$ cat config.mk
export PLATFORM = sky130hd
export DESIGN_NAME = dma_chctl_regs
export DESIGN_NICKNAME = d
export VERILOG_FILES = /design/src/include/dma_chctl_pkg.sv /design/src/hw/dma_chctl_gate.sv /design/src/hw/dma_chctl_regs.sv
export VERILOG_INCLUDE_DIRS = /design/src /design/src/include
export SDC_FILE = /design/constraint.sdc
export NUM_CORES = 1
export LEC_CHECK = 0
export BUFFER_PORTS_ARGS = -buffer_cell sky130_fd_sc_hd__buf_2
export CAP_MARGIN = 20
export CORE_UTILIZATION = 35
export CTS_CLUSTER_SIZE = 14
export DETAILED_ROUTE_END_ITERATION = 6
export PLACE_DENSITY_LB_ADDON = 0.05
export SETUP_SLACK_MARGIN = 0.1
export SKIP_LAST_GASP = 1
export SLEW_MARGIN = 20
export SYNTH_ARGS = -nofsm -noshare
export SYNTH_HDL_FRONTEND = slang
export SYNTH_SLANG_ARGS = --single-unit
$ cat constraint.sdc
create_clock -name ref_clk_i -period 4.6 [get_ports ref_clk_i]
set_input_delay 1.38 -clock ref_clk_i [delete_from_list [all_inputs] [get_ports ref_clk_i]]
set_output_delay 1.38 -clock ref_clk_i [all_outputs]
set_load 0.005 [all_outputs]
$ cat src/include/dma_chctl_cfg.svh
// Purpose: Offsets, field positions and reset values of the channel-control
//          register slice.
// Assumes: Offsets are byte addresses within the controller window.
// Notes:   Definitions only.
`ifndef DMA_CHCTL_CFG_SVH
`define DMA_CHCTL_CFG_SVH

// ----------------------------------------------------------------------
// Sizes
// ----------------------------------------------------------------------
`define CH_NUM 3
`define ADDR_W 12
`define DATA_W 32

// ----------------------------------------------------------------------
// Register offsets
// ----------------------------------------------------------------------
`define OFF_SRC_LO 12'h388
`define OFF_SRC_HI 12'h38c
`define OFF_DST_LO 12'h390
`define OFF_DST_HI 12'h394
`define OFF_CFG_LO 12'h398
`define OFF_CFG_HI 12'h39c
`define OFF_CHEN_LO 12'h3a0
`define OFF_CHEN_HI 12'h3a4
`define OFF_ID_LO 12'h3a8
`define OFF_ID_HI 12'h3ac
`define OFF_TEST_LO 12'h3b0
`define OFF_TEST_HI 12'h3b4

// ----------------------------------------------------------------------
// Fields and values
// ----------------------------------------------------------------------
`define FLAG_MSB 2
`define FLAG_LSB 0
`define GATE_MSB 10
`define GATE_LSB 8
`define CFG_EN_BIT 0
`define TEST_BIT 0
`define REG_RESET 32'h0000_0000
`define FLAG_RESET 3'h0
// Identification words; the values are arbitrary.
`define IDENT_LO_VAL 32'h0000_0000
`define IDENT_HI_VAL 32'h0000_0000

`endif

$ cat src/include/dma_chctl_pkg.sv
// Purpose: Types shared by the channel-control register slice.
// Assumes: Nothing beyond the configuration header.
// Notes:   Bus phase states follow a Gray sequence.
package dma_chctl_pkg;

  // Data-phase state of the slave port.
  typedef enum logic [1:0] {
    PH_IDLE = 2'h0,
    PH_WRITE = 2'h1,
    PH_STALL = 2'h3,
    PH_READ = 2'h2
  } bus_phase_e;

  // Register selected by an address.
  typedef enum logic [3:0] {
    SEL_NONE = 4'h0,
    SEL_SRC_LO = 4'h1,
    SEL_SRC_HI = 4'h2,
    SEL_DST_LO = 4'h3,
    SEL_DST_HI = 4'h4,
    SEL_CFG_LO = 4'h5,
    SEL_CFG_HI = 4'h6,
    SEL_CHEN_LO = 4'h7,
    SEL_CHEN_HI = 4'h8,
    SEL_ID_LO = 4'h9,
    SEL_ID_HI = 4'ha,
    SEL_TEST_LO = 4'hb,
    SEL_TEST_HI = 4'hc
  } reg_sel_e;

endpackage : dma_chctl_pkg

$ cat src/hw/dma_chctl_gate.sv
// Purpose: Per-channel next-value logic of a gated three-bit flag field.
// Assumes: All inputs are synchronous to the register clock.
// Notes:   Purely combinational; the caller holds the flops.
`timescale 1ns/100ps
`default_nettype none
`include "dma_chctl_cfg.svh"

module dma_chctl_gate (
  // Current field and write data.
  input wire logic [`CH_NUM-1:0] cur_i,
  input wire logic [`CH_NUM-1:0] wdata_i,
  input wire logic [`CH_NUM-1:0] gate_i,
  input wire logic wr_i,
  // Qualifiers.
  input wire logic [`CH_NUM-1:0] allow_i,
  input wire logic [`CH_NUM-1:0] clr_i,
  input wire logic zero_i,
  // Next field value.
  output logic [`CH_NUM-1:0] next_o
);

  // ----------------------------------------------------------------------
  // One slice per channel
  // ----------------------------------------------------------------------
  // A software write beats a same-cycle hardware clear, so a restart
  // written just as the last transfer ends is not lost.
  genvar ch;
  generate
    for (ch = 0; ch < `CH_NUM; ch = ch + 1) begin : g_ch
      wire take;
      assign take = wr_i & gate_i[ch] & allow_i[ch];
      assign next_o[ch] = zero_i ? 1'b0 :
                          take ? wdata_i[ch] :
                          clr_i[ch] ? 1'b0 : cur_i[ch];
    end
  endgenerate

endmodule : dma_chctl_gate
`default_nettype wire

$ cat src/hw/dma_chctl_regs.sv
// Purpose: Channel-control registers of a three-channel DMA controller,
//          reached over a zero/one-wait AHB-Lite slave port.
// Assumes: Only word accesses; hsize is not checked.
// Notes:   Unmapped addresses read zero, ignore writes, answer OKAY.
`timescale 1ns/100ps
`default_nettype none
`include "dma_chctl_cfg.svh"

module dma_chctl_regs (
  // Clock and reset.
  input wire logic ref_clk_i,
  input wire logic rst_n_i,
  // AHB-Lite slave port.
  input wire logic hsel_i,
  input wire logic [`ADDR_W-1:0] haddr_i,
  input wire logic [1:0] htrans_i,
  input wire logic hwrite_i,
  input wire logic [`DATA_W-1:0] hwdata_i,
  input wire logic hready_i,
  output logic [`DATA_W-1:0] hrdata_o,
  output logic hreadyout_o,
  output logic hresp_o,
  // Transfer engine side.
  input wire logic dma_enable_i,
  input wire logic [`CH_NUM-1:0] xfer_done_i,
  output logic [`CH_NUM-1:0] channel_enable_o,
  output logic [`CH_NUM-1:0] src_last_flag_o,
  output logic [`CH_NUM-1:0] dst_last_flag_o,
  output logic slave_port_test_mode_o
);
  import dma_chctl_pkg::*;

  // ----------------------------------------------------------------------
  // Decoding helpers
  // ----------------------------------------------------------------------
  function automatic reg_sel_e addr_decode(input logic [`ADDR_W-1:0] a);
    case (a)
      `OFF_SRC_LO: addr_decode = SEL_SRC_LO;
      `OFF_SRC_HI: addr_decode = SEL_SRC_HI;
      `OFF_DST_LO: addr_decode = SEL_DST_LO;
      `OFF_DST_HI: addr_decode = SEL_DST_HI;
      `OFF_CFG_LO: addr_decode = SEL_CFG_LO;
      `OFF_CFG_HI: addr_decode = SEL_CFG_HI;
      `OFF_CHEN_LO: addr_decode = SEL_CHEN_LO;
      `OFF_CHEN_HI: addr_decode = SEL_CHEN_HI;
      `OFF_ID_LO: addr_decode = SEL_ID_LO;
      `OFF_ID_HI: addr_decode = SEL_ID_HI;
      `OFF_TEST_LO: addr_decode = SEL_TEST_LO;
      `OFF_TEST_HI: addr_decode = SEL_TEST_HI;
      default: addr_decode = SEL_NONE;
    endcase
  endfunction : addr_decode

  // Shadow slot of a writable register; slot 3 is also the default.
  function automatic logic [1:0] shadow_slot(input reg_sel_e s);
    case (s)
      SEL_SRC_LO: shadow_slot = 2'h0;
      SEL_DST_LO: shadow_slot = 2'h1;
      SEL_CHEN_LO: shadow_slot = 2'h2;
      default: shadow_slot = 2'h3;
    endcase
  endfunction : shadow_slot

  // ----------------------------------------------------------------------
  // State
  // ----------------------------------------------------------------------
  bus_phase_e phase_reg, phase_next;
  reg_sel_e sel_reg, addr_sel, rd_sel;
  logic [`CH_NUM-1:0] src_reg, src_next, dst_reg, dst_next;
  logic [`CH_NUM-1:0] chen_reg, chen_next;
  logic cfg_en_reg, test_reg;
  logic [`DATA_W-1:0] hrdata_reg, hrdata_next, rd_word;
  logic hready_reg;
  logic [`DATA_W-1:0] shadow_mem [0:3];

  // ----------------------------------------------------------------------
  // Bus phase tracking
  // ----------------------------------------------------------------------
  // A read right after a write waits one cycle, so it sees the new value
  // instead of a stale copy captured during the write's data phase.
  wire addr_ok = hsel_i & hready_i & htrans_i[1];
  wire wr_fire = (phase_reg == PH_WRITE);
  wire [`CH_NUM-1:0] wgate = hwdata_i[`GATE_MSB:`GATE_LSB];
  wire [`CH_NUM-1:0] wflag = hwdata_i[`FLAG_MSB:`FLAG_LSB];
  assign addr_sel = addr_decode(haddr_i);
  assign rd_sel = (phase_reg == PH_STALL) ? sel_reg : addr_sel;

  always_comb begin
    case (phase_reg)
      PH_STALL: phase_next = PH_READ;
      PH_IDLE, PH_WRITE, PH_READ: begin
        if (!addr_ok) begin
          phase_next = PH_IDLE;
        end else if (hwrite_i) begin
          phase_next = PH_WRITE;
        end else if (phase_reg == PH_WRITE) begin
          phase_next = PH_STALL;
        end else begin
          phase_next = PH_READ;
        end
      end
      default: phase_next = PH_IDLE;
    endcase
  end

  // ----------------------------------------------------------------------
  // Write strobes and field next values
  // ----------------------------------------------------------------------
  wire src_wr = wr_fire & (sel_reg == SEL_SRC_LO);
  wire dst_wr = wr_fire & (sel_reg == SEL_DST_LO);
  wire chen_wr = wr_fire & (sel_reg == SEL_CHEN_LO);
  wire test_wr = wr_fire & (sel_reg == SEL_TEST_LO);
  // Writable registers keep their last word for test-mode readback.
  wire shadow_wr = src_wr | dst_wr | chen_wr | test_wr;

  // Flags need their gate bit and a running channel.
  dma_chctl_gate u_src_gate (
    .cur_i(src_reg),
    .wdata_i(wflag),
    .gate_i(wgate),
    .wr_i(src_wr),
    .allow_i(chen_reg),
    .clr_i(`FLAG_RESET),
    .zero_i(1'b0),
    .next_o(src_next)
  );

  dma_chctl_gate u_dst_gate (
    .cur_i(dst_reg),
    .wdata_i(wflag),
    .gate_i(wgate),
    .wr_i(dst_wr),
    .allow_i(chen_reg),
    .clr_i(`FLAG_RESET),
    .zero_i(1'b0),
    .next_o(dst_next)
  );

  // Enables obey their gate, drop on completion and on global disable.
  dma_chctl_gate u_chen_gate (
    .cur_i(chen_reg),
    .wdata_i(wflag),
    .gate_i(wgate),
    .wr_i(chen_wr),
    .allow_i({`CH_NUM{1'b1}}),
    .clr_i(xfer_done_i),
    .zero_i(~cfg_en_reg),
    .next_o(chen_next)
  );

  // ----------------------------------------------------------------------
  // Read data
  // ----------------------------------------------------------------------
  // Outside test mode, write-only gate fields and reserved bits read zero; the global enable
  // and ident words ignore writes in either mode.
  wire test_hit = test_reg & (shadow_slot(rd_sel) != 2'h3 ||
                              rd_sel == SEL_TEST_LO);
  always_comb begin
    rd_word = `REG_RESET;
    if (test_hit) begin
      rd_word = shadow_mem[shadow_slot(rd_sel)];
    end else begin
      case (rd_sel)
        SEL_SRC_LO: rd_word[`FLAG_MSB:`FLAG_LSB] = src_reg;
        SEL_DST_LO: rd_word[`FLAG_MSB:`FLAG_LSB] = dst_reg;
        SEL_CHEN_LO: rd_word[`FLAG_MSB:`FLAG_LSB] = chen_reg;
        SEL_CFG_LO: rd_word[`CFG_EN_BIT] = cfg_en_reg;
        SEL_TEST_LO: rd_word[`TEST_BIT] = test_reg;
        SEL_ID_LO: rd_word = `IDENT_LO_VAL;
        SEL_ID_HI: rd_word = `IDENT_HI_VAL;
        default: rd_word = `REG_RESET;
      endcase
    end
  end
  assign hrdata_next = (phase_next == PH_READ) ? rd_word : `REG_RESET;

  // ----------------------------------------------------------------------
  // Flops
  // ----------------------------------------------------------------------
  always_ff @(posedge ref_clk_i or negedge rst_n_i) begin
    if (!rst_n_i) begin
      phase_reg <= PH_IDLE;
      sel_reg <= SEL_NONE;
      hready_reg <= 1'b1;
      hrdata_reg <= `REG_RESET;
    end else begin
      phase_reg <= phase_next;
      hready_reg <= (phase_next != PH_STALL);
      hrdata_reg <= hrdata_next;
      if (addr_ok) begin
        sel_reg <= addr_sel;
      end
    end
  end

  always_ff @(posedge ref_clk_i or negedge rst_n_i) begin
    if (!rst_n_i) begin
      src_reg <= `FLAG_RESET;
      dst_reg <= `FLAG_RESET;
      chen_reg <= `FLAG_RESET;
      cfg_en_reg <= 1'b0;
      test_reg <= 1'b0;
    end else begin
      src_reg <= src_next;
      dst_reg <= dst_next;
      chen_reg <= chen_next;
      cfg_en_reg <= dma_enable_i;
      if (test_wr) begin
        test_reg <= hwdata_i[`TEST_BIT];
      end
    end
  end

  // Shadow words hold the whole written word for test readback.
  always_ff @(posedge ref_clk_i or negedge rst_n_i) begin
    if (!rst_n_i) begin
      for (int i = 0; i < 4; i++) begin
        shadow_mem[i] <= `REG_RESET;
      end
    end else if (shadow_wr) begin
      shadow_mem[shadow_slot(sel_reg)] <= hwdata_i;
    end
  end

  assign hrdata_o = hrdata_reg;
  assign hreadyout_o = hready_reg;
  assign hresp_o = 1'b0;
  assign channel_enable_o = chen_reg;
  assign src_last_flag_o = src_reg;
  assign dst_last_flag_o = dst_reg;
  assign slave_port_test_mode_o = test_reg;

  wire [`CH_NUM-1:0] src_ok = src_wr ? (wgate & chen_reg) : `FLAG_RESET;
  wire [`CH_NUM-1:0] dst_ok = dst_wr ? (wgate & chen_reg) : `FLAG_RESET;
  wire [`CH_NUM-1:0] chen_ok = chen_wr ? wgate : `FLAG_RESET;
endmodule : dma_chctl_regs
`default_nettype wire

# ---- After elaboration in Yosys (flattened, before gate mapping)
# Cells that the tools add are included.
dict set report totals {
  reg_bits 178
  out_inout_bits 44
}
dict set report op_classes {
  n_lt_le_gt_ge 3
  eq_ne 30
  n_mux 29
  n_bitwise 27
  reduce_logical 4
}
# operator n
set ops {}
lappend ops {{two-way mux 32 bit} 5}
lappend ops {{equality test 12 x 10 -> 1 bit (second input constant)} 12}
lappend ops {{bitwise mux 128 bit} 1}
lappend ops {{binary-select mux 32 bit (select 2 bit)} 1}
lappend ops {{demux 32 bit (select 2 bit)} 1}
lappend ops {{one-hot mux 4 bit (12 select lines)} 1}
lappend ops {{bitwise AND 1 bit} 22}
lappend ops {{one-hot mux 2 bit (3 select lines)} 3}
lappend ops {{equality test 4 x 3 -> 1 bit (second input constant)} 3}
lappend ops {{two-way mux 1 bit} 10}
lappend ops {{!= test 3 x 2 -> 1 bit (second input constant)} 3}
lappend ops {{equality test 4 x 1 -> 1 bit (second input constant)} 2}
lappend ops {{equality test 4 x 2 -> 1 bit (second input constant)} 2}
lappend ops {{equality test 4 bit (second input constant)} 2}
lappend ops {{two-way mux 2 bit} 4}
lappend ops {{equality test 2 bit (second input constant)} 3}
lappend ops {{>= comparator 3 bit (second input constant)} 2}
lappend ops {{NOT 2 -> 3 bit} 2}
lappend ops {{one-hot mux 1 bit (5 select lines)} 1}
lappend ops {{two-way mux 4 bit} 1}
lappend ops {{!= test 2 bit (second input constant)} 2}
lappend ops {{one-hot mux 2 bit (2 select lines)} 1}
lappend ops {{less-than comparator 3 x 1 -> 1 bit (second input constant)} 1}
lappend ops {{bitwise OR 1 bit} 3}
lappend ops {{5 further kinds} 5}

# ---- Depth between registers and ports, before layout
# Gate-level depths: netlist (run 1).
dict set report depth {
  depth_word 15
  ltp_mapped 10
  mapped_depth_nobuf 7
}

# ---- By module
# From an unflattened synthesis (run 1), not the netlist that was laid out.
dict set report unflattened {
  hier_cells 647
  hier_area_um2 7813.7
}
# module n_inst cells_per_inst area_per_inst_um2
set by_module_without_submodules {}
lappend by_module_without_submodules {dma_chctl_regs 1 611 7528.5}
lappend by_module_without_submodules {dma_chctl_gate 3 12 95.1}

# ---- Worst setup path after synthesis (run 1)
# Ideal clock, no wire load.
dict set report synth_timing {
  path_kind {input to register}
  from {input haddr_i[3]}
  to {register hrdata_reg[0], in the netlist hrdata_o[0]}
  setup_ns 0.120
  t_arrival_ns 3.008
  slack_ns 1.472
  cell_stages 8
  cell_sequence {buf_4 -> a21boi_2 -> a22oi_2 -> o31ai_2 -> mux2_1 -> nand3_1 -> o211ai_1 -> a31o_1}
}
dict set report synth_via {
  elab_chain_len 12
  word_cells_on_any_way 31
  cone_classes {eq/ne: 18; mux: 10; bitwise: 2; reduce/logical: 1}
}
# element line
set synth_rtl {}
lappend synth_rtl {{start: declaration} dma_chctl_regs.sv:15} ;# input wire logic [`ADDR_W-1:0] haddr_i,
lappend synth_rtl {{equality test 12 x 10 -> 1 bit} dma_chctl_regs.sv:37} ;# case (a)
lappend synth_rtl {{one-hot mux 4 bit (12 select lines) (*)} dma_chctl_regs.sv:37}
lappend synth_rtl {{two-way mux 4 bit (*)} dma_chctl_regs.sv:86} ;# assign rd_sel = (phase_reg == PH_STALL) ? sel_reg : addr_sel;
lappend synth_rtl {{equality test 4 x 3 -> 1 bit, or another cell as far along} {dma_chctl_regs.sv:56, dma_chctl_regs.sv:163}}
lappend synth_rtl {{one-hot mux 2 bit (3 select lines)} dma_chctl_regs.sv:56} ;# case (s)
lappend synth_rtl {{two-way mux 2 bit} dma_chctl_regs.sv:160} ;# if (test_hit) begin
lappend synth_rtl {{NOT 2 -> 3 bit (not written as such)} dma_chctl_regs.sv:161} ;# rd_word = shadow_mem[shadow_slot(rd_sel)];
lappend synth_rtl {{binary-select mux 32 bit (select 2 bit)} dma_chctl_regs.sv:161}
lappend synth_rtl {{two-way mux 32 bit (not written as such) (2 in a row)} dma_chctl_regs.sv:161}
lappend synth_rtl {{two-way mux 32 bit (*)} dma_chctl_regs.sv:160}
lappend synth_rtl {{two-way mux 32 bit (no source line) (*)} --}
lappend synth_rtl {{net hrdata_next[0]} dma_chctl_regs.sv:72} ;# logic [`DATA_W-1:0] hrdata_reg, hrdata_next, rd_word;
lappend synth_rtl {{end signal: assignment} dma_chctl_regs.sv:185} ;# hrdata_reg <= `REG_RESET;
lappend synth_rtl {{end signal: assignment} dma_chctl_regs.sv:189} ;# hrdata_reg <= hrdata_next;
lappend synth_rtl {{end: declaration} dma_chctl_regs.sv:72}
# The timed path passes the listed nets; every way through them passes the cells marked *. The select of a mux whose other input is x is not followed.
# A chain may end at the register's enable or synchronous reset.

# ---- Final worst setup path (run 1)
dict set report layout_timing {
  from {input haddr_i[1]}
  to {register hrdata_reg[3], in the netlist hrdata_o[3]}
}
dict set report layout_via {
  elab_chain_len 12
  word_cells_on_any_way 29
  cone_classes {eq/ne: 17; mux: 9; bitwise: 2; reduce/logical: 1}
}
# element line
set layout_rtl {}
lappend layout_rtl {{equality test 12 x 10 -> 1 bit} dma_chctl_regs.sv:37}
lappend layout_rtl {{one-hot mux 4 bit (12 select lines) (*)} dma_chctl_regs.sv:37}
lappend layout_rtl {{two-way mux 4 bit (*)} dma_chctl_regs.sv:86}
lappend layout_rtl {{equality test 4 x 3 -> 1 bit, or another cell as far along} dma_chctl_regs.sv:56}
lappend layout_rtl {{one-hot mux 2 bit (3 select lines)} dma_chctl_regs.sv:56}
lappend layout_rtl {{two-way mux 2 bit} dma_chctl_regs.sv:160}
lappend layout_rtl {{NOT 2 -> 3 bit (not written as such)} dma_chctl_regs.sv:161}
lappend layout_rtl {{binary-select mux 32 bit (select 2 bit)} dma_chctl_regs.sv:161}
lappend layout_rtl {{two-way mux 32 bit (not written as such) (2 in a row)} dma_chctl_regs.sv:161}
lappend layout_rtl {{two-way mux 32 bit (*)} dma_chctl_regs.sv:160}
lappend layout_rtl {{two-way mux 32 bit (no source line) (*)} --}
lappend layout_rtl {{net hrdata_next[3]} dma_chctl_regs.sv:72}
# Marked as above.

==> run_results.csv, run 1 <==
group,metric,value,unit
status,status,"finished, final reports clean",
timing,setup_tns,0,ps
floorplanning,die_w,154,um
floorplanning,core,22600,um2
timing,final.min_clock_period,3390,ps
synth,ys_ff_latch,178,
timing,setup_violations,0,
floorplanning,core.rowCount,55,
timing,hold_ws,501,ps
cells_and_area,area_delta_synth_final,16.7,%
timing,fmax,0.295,GHz
timing,rsz0062_at_grt,"false",
cts,cts_tree,"done",
critical_path,worstReg2RegStart,"phase_reg[0]",
placement,dpl.hpwl,11900,um
synth,ys_seq_area_frac,0.551,
floorplanning,die_h,154,um
cells_and_area,drive_above_1_share,0.443,
global_route,grt_pass1_wl,31500,um
timing,finalCritPeriodShare,0.737,
critical_path,start_kind,"input pin",
critical_path,critPathMaxFanout,18,
drt,via_count,5191,
synth,synth_area_leaders,"dfrtp_1, mux2_2, a221oi_2",
drt,drt-total-wl,19800,um
global_route,antenna_found_initial,3,
critical_path,cp.required,4940,ps
cts,ctsHoldBuffers,0,
synth,synth_common_cells,"dfrtp_1, mux2_2, nor2_1, mux2i_1, a221oi_2",
critical_path,slowest_delay,520,ps
critical_path,crit_slowest_cell,"o41ai_4",
floorplanning,ios,99,
synth,synth_top_area_share,0.548,
critical_path,worst-r2r-setup-slack,1990,ps
power,intPower,2500,uW
global_route,grt_pass1_vias,5484,
critical_path,end_kind,"flip-flop",
cts,cts-root-buf,"clkbuf_16",
synth,syn_nets,668,
synth,synth_top_area_cell,"dfrtp_1",
drt,ant_nets,0,
drt,wl_per_cell,19.8,um
cts,cts.sinks,178,
cells_and_area,nets,757,
placement,port_buffers,96,
floorplanning,fp.dieArea,23700,um2
cts,cts.clk_slew.worst_paths,60,ps
drt,dr.pass1.iters,4,
cts,h-tree-depth,4,
drt,drt_iter0_drc,204,
timing,tightest_slew,859,ps
power,leakage,0.00444,uW
cells_and_area,largest_reg_flops,128,
synth,yosysUniqueCellTypes,59,
drt,drcViolationCount,0,
synth,synth_area_per_cell,13.2,um2
min_path,hold_path.class,"flip-flop to flip-flop",
synth,async_flop_share,1.00,
timing,slew-limit-headroom,0.427,
cts,cts_buffer_depth,2,
critical_path,r2r_cells,8,
cts,clk_latency,420,ps
power,switching_power,712,uW
min_path,min_to,"shadow_mem[1]",
floorplanning,start_util,0.357,
synth,synth_flop_cell,"dfrtp_1",
power,p_per_area,341,nW/um2
min_path,min_from,"shadow_mem[1]",
power,power_frac_clock,0.457,
critical_path,worstPathArrival,3730,ps
critical_path,rr_endpoint,"hrdata_o[3]",
synth,syn-instance-count,613,
synth,syn_area,8080,um2
power,seqPwrFrac,0.501,
drt,avgViaCountPerCell,5.20,
cts,cts_setup_buffers,0,
timing,drv_slew,0,
critical_path,crit_type,"input pin to flip-flop",
cts,cts_resized,0,
power,peakVddDrop,0.160,mV
power,swShare,0.221,
cts,numCtsBuffers,17,
global_route,grt.overflow.total,0,
global_route,track_usage,0.176,
synth,synth_edf_count,0,
timing,finalHoldViolations,0,
min_path,hold_path_depth,1,
placement,place.gp.congestion,0.773,
critical_path,worstPathCellList,"buf_2 > nor4b_4 > nand2_2 > o41ai_4 > nand2_2 > buf_4 > nor2_1 > a221oi_2 > nor2_1",
synth,ys_warn_count,0,
synth,synth_most_common_cell,"dfrtp_1",
global_route,grt_max_degree,88,
flow_run,drv_cap,0,
power,combPwrFrac,0.042,
timing,finalClockSkew,8.11,ps
## layer usage
layer | GRT usage | vias up | share of wire | wire length [um]
met5 | 0 | - | 0.0014 | 28
met4 | 0.0443 | 4 | 0.012 | 239
met3 | 0.0482 | 16 | 0.044 | 880
met2 | 0.286 | 89 | 0.47 | 9320
met1 | 0.232 | 2687 | 0.47 | 9340
li1 | - | 2395 | - | -
## cells in the final DEF (no fill, tap or decap), drive strengths merged, types with 4 or more instances in the layout
cell	count
a221oi	29
a21oi	6
nor2	74
nand3b	5
dfrtp	177
nand3	7
o21ai	14
clkinv	4
nand2b	6
a21boi	5
mux2	131
clkbuf	18
mux2i	33
buf	108
nand2	30
inv	13
nor3	4
## critical path, delay by kind of cell
family                 cells  cell delay, ps
AO/OA/AOI/OAI              2             570
buffers and inverters      2             480
AND/OR/NAND/NOR            5            1280
## cell families (layout without fill, tap and decap cells)
group,Yosys count,in the layout,synth area share
other,1,2,0.000464
multiplexers,164,164,0.223
AO/OA/AOI/OAI,82,82,0.111
flip-flops,178,178,0.551
buffers and inverters,48,148,0.0319
AND/OR/NAND/NOR,140,140,0.0822
## power by group through the flow
stage	clock network [uW]	logic [uW]	registers, uW
6_report	1470	135	1610
5_1_grt	1580	152	1610
4_1_cts	1520	139	1610
3_5_place_dp	0	139	1640
3_3_place_gp	0	133	1640
2_1_floorplan	0	56.8	1630
## worst max-delay path by stage
stage | start | endpoint | slack, ps
3_5_place_dp | haddr_i[1] | hrdata_o[23] | 770
2_1_floorplan | haddr_i[3] | hrdata_o[0] | 1470
6_report | haddr_i[1] | hrdata_o[3] | 1210
4_1_cts | haddr_i[2] | hrdata_o[3] | 1230
5_1_grt | haddr_i[1] | hrdata_o[0] | 1100
3_3_place_gp | haddr_i[1] | hrdata_o[0] | 760
## area by class of cell
type / instances / area [um2]
Antenna cell: 1 / 2.50
Clock buffer: 18 / 429
Clock inverter: 12 / 158
Fill cell: 2159 / 13200
Inverter: 10 / 37.5
Multi-Input combinational cell: 387 / 3390
Sequential cell: 178 / 4460
Tap cell: 285 / 357
Timing Repair Buffer: 108 / 602
## through the flow
stage	utilization	cell area [um2]	setup slack, ps	std cells	total power [uW]
finish	0.417	9430	1210	999	3220
global route	0.416	9430	1100	998	3350
CTS	0.416	9430	1230	998	3270
detailed placement	0.390	8840	772	968	1780
global placement	0.390	8840	759	968	1770
floorplan	-	8080	1470	613	1690
Power figures use the tool's default switching activity.
==> run 2: changes to the inputs <==
--- a/config.mk
+++ b/config.mk
@@ -6,6 +6,7 @@
 export SDC_FILE = /design/constraint.sdc
 export NUM_CORES = 1
 export LEC_CHECK = 0
+export ABC_AREA = 1
 export BUFFER_PORTS_ARGS = -buffer_cell sky130_fd_sc_hd__buf_2
 export CAP_MARGIN = 20
 export CORE_UTILIZATION = 35
==> constraint.sdc (replaced) <==
create_clock -name ref_clk_i -period 3 [get_ports ref_clk_i]
set_input_delay 0.9 -clock ref_clk_i [delete_from_list [all_inputs] [get_ports ref_clk_i]]
set_output_delay 0.9 -clock ref_clk_i [all_outputs]
set_load 0.005 [all_outputs]
==> run 2 against run 1 <==
Net effect:
- clock power increased by 48%
- core utilization up 0.70 points
- flip-flop and latch count stayed put
- clock skew rose by 3.0 ps
- hold slack worse by 81 ps
- cell area rose by 1.4%
- non-clock buffer count rose by 18
- critical endpoint is now hrdata_o[12]
- largest power group unchanged
==> run_results.csv, run 2 <==
group,metric,value,unit
timing,finalClockSkew,11.1,ps
global_route,track_usage,0.186,
global_route,antenna_found_initial,0,
critical_path,start_kind,"input pin",
synth,synth_edf_count,0,
cells_and_area,area_delta_synth_final,19.0,%
synth,syn_area,8040,um2
cts,cts_buffer_depth,2,
placement,port_buffers,96,
cells_and_area,drive_above_1_share,0.183,
drt,drt-total-wl,20400,um
cts,cts.sinks,178,
power,p_per_area,540,nW/um2
synth,synth_most_common_cell,"nand2_1",
drt,drt_iter0_drc,421,
drt,drcViolationCount,0,
cts,cts_resized,0,
timing,drv_slew,0,
critical_path,end_kind,"flip-flop",
cts,cts-root-buf,"clkbuf_16",
power,swShare,0.263,
synth,synth_area_leaders,"dfrtp_1, o21ai_0, nand2_1",
floorplanning,ios,99,
timing,finalHoldViolations,0,
timing,finalCritPeriodShare,0.834,
cells_and_area,nets,1112,
timing,fmax,0.400,GHz
floorplanning,die_h,154,um
floorplanning,core,22600,um2
cts,cts.clk_slew.worst_paths,70,ps
cts,h-tree-depth,4,
global_route,grt.overflow.total,0,
synth,yosysUniqueCellTypes,38,
power,power_frac_clock,0.421,
critical_path,worst-r2r-setup-slack,720,ps
synth,synth_flop_cell,"dfrtp_1",
power,switching_power,1360,uW
cells_and_area,antenna_cells,0,
synth,syn-instance-count,959,
global_route,grt_max_degree,66,
floorplanning,die_w,154,um
drt,ant_nets,0,
synth,async_flop_share,1.00,
global_route,grt_pass1_wl,34200,um
timing,tightest_slew,657,ps
floorplanning,start_util,0.356,
timing,slew-limit-headroom,0.562,
cts,clk_latency,430,ps
placement,place.gp.congestion,0.816,
timing,setup_violations,0,
status,status,"finished, final reports clean",
synth,syn_nets,1014,
cells_and_area,final_cell_mix,"nand2_1, dfrtp_1, o21ai_0, buf_2, inv_1",
cells_and_area,largest_reg_flops,128,
synth,synth_area_per_cell,8.38,um2
synth,synth_common_cells,"nand2_1, dfrtp_1, o21ai_0, inv_1, nor2_1",
cts,numCtsBuffers,17,
floorplanning,core.rowCount,55,
critical_path,worstPathArrival,2810,ps
critical_path,cp.required,3310,ps
cts,ctsHoldBuffers,0,
cts,cts_setup_buffers,0,
drt,wl_per_cell,15.0,um
cells_and_area,final_common_cell,"nand2_1",
min_path,hold_path.class,"input pin to async pin",
cts,cts_tree,"done",
placement,dpl.hpwl,13100,um
power,power,5160,uW
drt,avgViaCountPerCell,4.80,
synth,ys_seq_area_frac,0.554,
critical_path,crit_type,"input pin to flip-flop",
power,intPower,3800,uW
timing,setup_tns,0,ps
cells_and_area,final_cell_area,9560,um2
drt,dr.pass1.iters,5,
synth,ys_ff_latch,178,
placement,place_area,8990,um2
global_route,grt_pass1_vias,6370,
timing,rsz0062_at_grt,"false",
power,seqPwrFrac,0.518,
flow_run,drv_cap,0,
power,combPwrFrac,0.061,
power,leakage,0.00514,uW
synth,synth_top_area_cell,"dfrtp_1",
synth,synth_top_area_share,0.551,
timing,final.min_clock_period,2500,ps
drt,via_count,6510,
synth,ys_warn_count,0,
power,peakVddDrop,0.290,mV
critical_path,critPathMaxFanout,16,
floorplanning,fp.dieArea,23600,um2
[run 2: cell count changes after synthesis, sizes merged, moves of 31 or more]
cell	change
a21oi	+31
mux2	-131
o21ai	+211
mux2i	-32
inv	+86
nand2	+198
nand3	+36
[run 2: area by class of cell]
cell class / count / area, um2
inverters: 97 / 364
fillers: 2387 / 13000
clock buffers: 17 / 425
repair buffers: 126 / 827
flip-flops and latches: 178 / 4460
multi-input cells: 637 / 2990
clock inverters: 15 / 144
well taps: 285 / 357
[run 2: layer usage]
metal | wire [um] | part of all wire | global-route usage
met1 | 10100 | 0.50 | 0.257
met2 | 9390 | 0.46 | 0.301
met3 | 685 | 0.034 | 0.0310
met4 | 202 | 0.0099 | 0.0486
met5 | 0 | 0 | 0
[run 2: critical path: stages]
cell and delay (ps):
buf_2 90, inv_1 50, nand2_2 70, nor2_1 270, o21ai_0 140, nand2_1 100, nor2_1 50, nand2_1 80
nand2_2 110, nor2_4 170, nand2_4 90, nand2_8 90, nand2_4 120, buf_4 230, o21ai_1 160, a21oi_1 80
[run 2: stage by stage]
stage | setup WS (ps) | cells | util | hold slack (ps)
floorplan | 519 | 959 | - | 442
global placement | 33.0 | 1323 | 0.398 | 461
detailed placement | 29.7 | 1323 | 0.398 | 468
CTS | 490 | 1355 | 0.424 | 434
global route | 271 | 1355 | 0.424 | 451
finish | 499 | 1355 | 0.424 | 421
[run 2: logic make-up after synthesis]
kind of cell / share of synthesized area
buf+inv: 0.0758
other cells: 0.000467
simple gates: 0.198
flops: 0.554
mux: 0.00125
compound gates: 0.170
[run 2: path summary, 6_finish.rpt]
check,start,to,cells past startpoint
max,haddr_i[6],hrdata_o[12],16
max in group asynchronous,rst_n_i,hreadyout_o,2
min in group ref_clk_i,shadow_mem[94],shadow_mem[94],2
min,rst_n_i,shadow_mem[101],1
max reg2reg,phase_reg[0],hrdata_o[12],11
min reg2reg,shadow_mem[94],shadow_mem[94],2
[run 2: power by group through the flow]
stage / Combinational, uW / Sequential [uW] / Clock [uW]
after floorplan: 177 / 2690 / 0
after global placement: 318 / 2710 / 0
after detailed placement: 324 / 2720 / 0
after CTS: 326 / 2670 / 2230
after global routing: 378 / 2700 / 2320
final: 317 / 2670 / 2170
==> run 3: changes to the inputs <==
==> constraint.sdc (replaced) <==
create_clock -name ref_clk_i -period 2.1 [get_ports ref_clk_i]
set_input_delay 0.63 -clock ref_clk_i [delete_from_list [all_inputs] [get_ports ref_clk_i]]
set_output_delay 0.63 -clock ref_clk_i [all_outputs]
set_load 0.005 [all_outputs]
==> run 3 against run 2 <==
Net effect:
- the run now ends with setup timing left
- register-to-register slack got worse by 700 ps
- combinational power rose by 64%
- sequential power rose by 44%
- power rose by 46%
- via count rose by 4.6%
- sequential share of layout area fell by 5.9 points
- largest power group unchanged
==> run_results.csv, run 3 (synthesized netlist as in run 2, its figures left out) <==
group,metric,value,unit
status,status,"complete, but fails checks",
status,violations,"setup timing",
drt,drt_iter0_drc,360,
cells_and_area,nFillCells,2236,
cts,clk_latency,440,ps
floorplanning,core.rowCount,55,
cts,cts_tree,"done",
cts,cts.sinks,178,
critical_path,worst-r2r-setup-slack,20,ps
flow_run,drv_cap,0,
timing,final.min_clock_period,2130,ps
global_route,grt_pass1_vias,6691,
cts,cts_buffer_depth,2,
critical_path,start_kind,"input pin",
cells_and_area,nets,1159,
placement,dpl.hpwl,13400,um
floorplanning,start_util,0.356,
cts,h-tree-depth,4,
cells_and_area,final_common_cell,"nand2_1",
cells_and_area,final_cell_mix,"nand2_1, dfrtp_1, o21ai_0, buf_2, inv_1",
placement,place_ws,-489,ps
cts,cts-root-buf,"clkbuf_16",
min_path,hold_path.class,"input pin to async pin",
critical_path,end_kind,"flip-flop",
critical_path,worstPathArrival,2490,ps
timing,drv_slew,0,
drt,via_count,6811,
floorplanning,ios,99,
timing,fmax,0.470,GHz
timing,rsz0062_at_grt,"true",
drt,ant_nets,0,
critical_path,crit_type,"input pin to flip-flop",
floorplanning,core,22600,um2
floorplanning,fp.dieArea,23600,um2
cells_and_area,multi_input_area,3510,um2
power,leakage,0.00567,uW
drt,wl_per_cell,16.8,um
cells_and_area,largest_reg_flops,128,
timing,hold_ws,140,ps
placement,port_buffers,96,
placement,dp_cells,1340,
critical_path,cp.required,2460,ps
floorplanning,die_h,154,um
global_route,antenna_found_initial,0,
timing,setup_violations,13,
cts,numCtsBuffers,17,
power,p_per_area,691,nW/um2
cts,cts.clk_slew.worst_paths,80,ps
cells_and_area,drive_above_1_share,0.310,
cells_and_area,layoutNonFillerInstCount,1402,
floorplanning,die_w,154,um
global_route,grt_max_degree,65,
timing,finalClockSkew,11.4,ps
global_route,grt_pass1_wl,36600,um
cells_and_area,antenna_cells,0,
power,power,7550,uW
placement,place.gp.congestion,0.801,
timing,finalCritPeriodShare,1.01,
power,peakVddDrop,0.402,mV
cells_and_area,ff_latch_area,4460,um2
global_route,grt.overflow.total,0,
drt,drt-total-wl,23500,um
global_route,track_usage,0.201,
timing,finalHoldViolations,0,
cells_and_area,area_delta_synth_final,36.1,%
drt,drcViolationCount,0,
timing,setup_ws,-25.8,ps
drt,dr.pass1.iters,5,
drt,avgViaCountPerCell,4.86,
critical_path,critPathMaxFanout,9,
-- run 3: cell count changes in the layout (fill, tap and decap cells not counted), sizes merged --
cell	before	now
clkinv	4	3
buf	125	163
nand2	228	229
clkinvlp	3	2
inv	105	107
clkbuf	18	26
-- run 3: path summary, 6_finish.rpt --
check,from,endpoint,cells past startpoint
worst max-delay path,haddr_i[6],hrdata_o[16],18
worst min-delay path,rst_n_i,hrdata_o[6],1
worst max register to register,phase_reg[1],hrdata_o[3],13
worst min register to register,shadow_mem[69],shadow_mem[69],2
max in group asynchronous,rst_n_i,hreadyout_o,2
min in group ref_clk_i,dma_enable_i,cfg_en_reg,1
-- run 3: critical path, cell delays in order --
cell       delay, ps
buf_2            100
inv_2             50
nand2_4           80
nor2_4           160
nand3_2          120
nand2_2          110
nor2_4            40
nand3_2           70
nand2_4           90
inv_4             90
nand3_4          110
buf_6            160
inv_12           120
clkbuf_16        160
o21ai_0           90
inv_1             80
o21ai_2           50
a21oi_2          140
-- run 3: layout make-up --
cell class,count,area share
repair buffers,172,0.150
clock inverters,15,0.0140
well taps,285,0.0326
inverters,97,0.0357
multi-input cells,638,0.321
clock buffers,17,0.0389
flip-flops and latches,178,0.407
-- run 3: stage by stage --
| step | cell area, um2 | utilization | setup TNS (ps) |
|---|---|---|---|
| CTS | 10300 | 0.455 | 0 |
| global placement | 9280 | 0.411 | -13670 |
| floorplan | 8130 | - | -1720 |
| finish | 10900 | 0.485 | -117 |
| detailed placement | 9280 | 0.411 | -13420 |
| global route | 10900 | 0.485 | -2880 |
-- run 3: layer usage --
metal  vias up  routed length (um)  track usage
met1      3278               11400        0.278
met4         0                 227       0.0405
met3        19                 692       0.0361
met5         -                   0            0
li1       3401                   -            -
met2       113               11200        0.331
-- run 3: power by group --
part | internal [uW] | switching (uW) | total (uW)
clock network | 1600 | 1590 | 3190
registers | 3680 | 160 | 3840
logic | 210 | 309 | 519
-- run 3: timing repair --
| item | 4_1_cts | 5_1_grt |
|---|---|---|
| resized for setup | 46 | 119 |
| gates cloned | 7 | 9 |
| setup buffers | 11 | 3 |
| hold buffers | 0 | 0 |
| pin swaps | 9 | 39 |
| setup endpoints to repair | 31 | 32 |
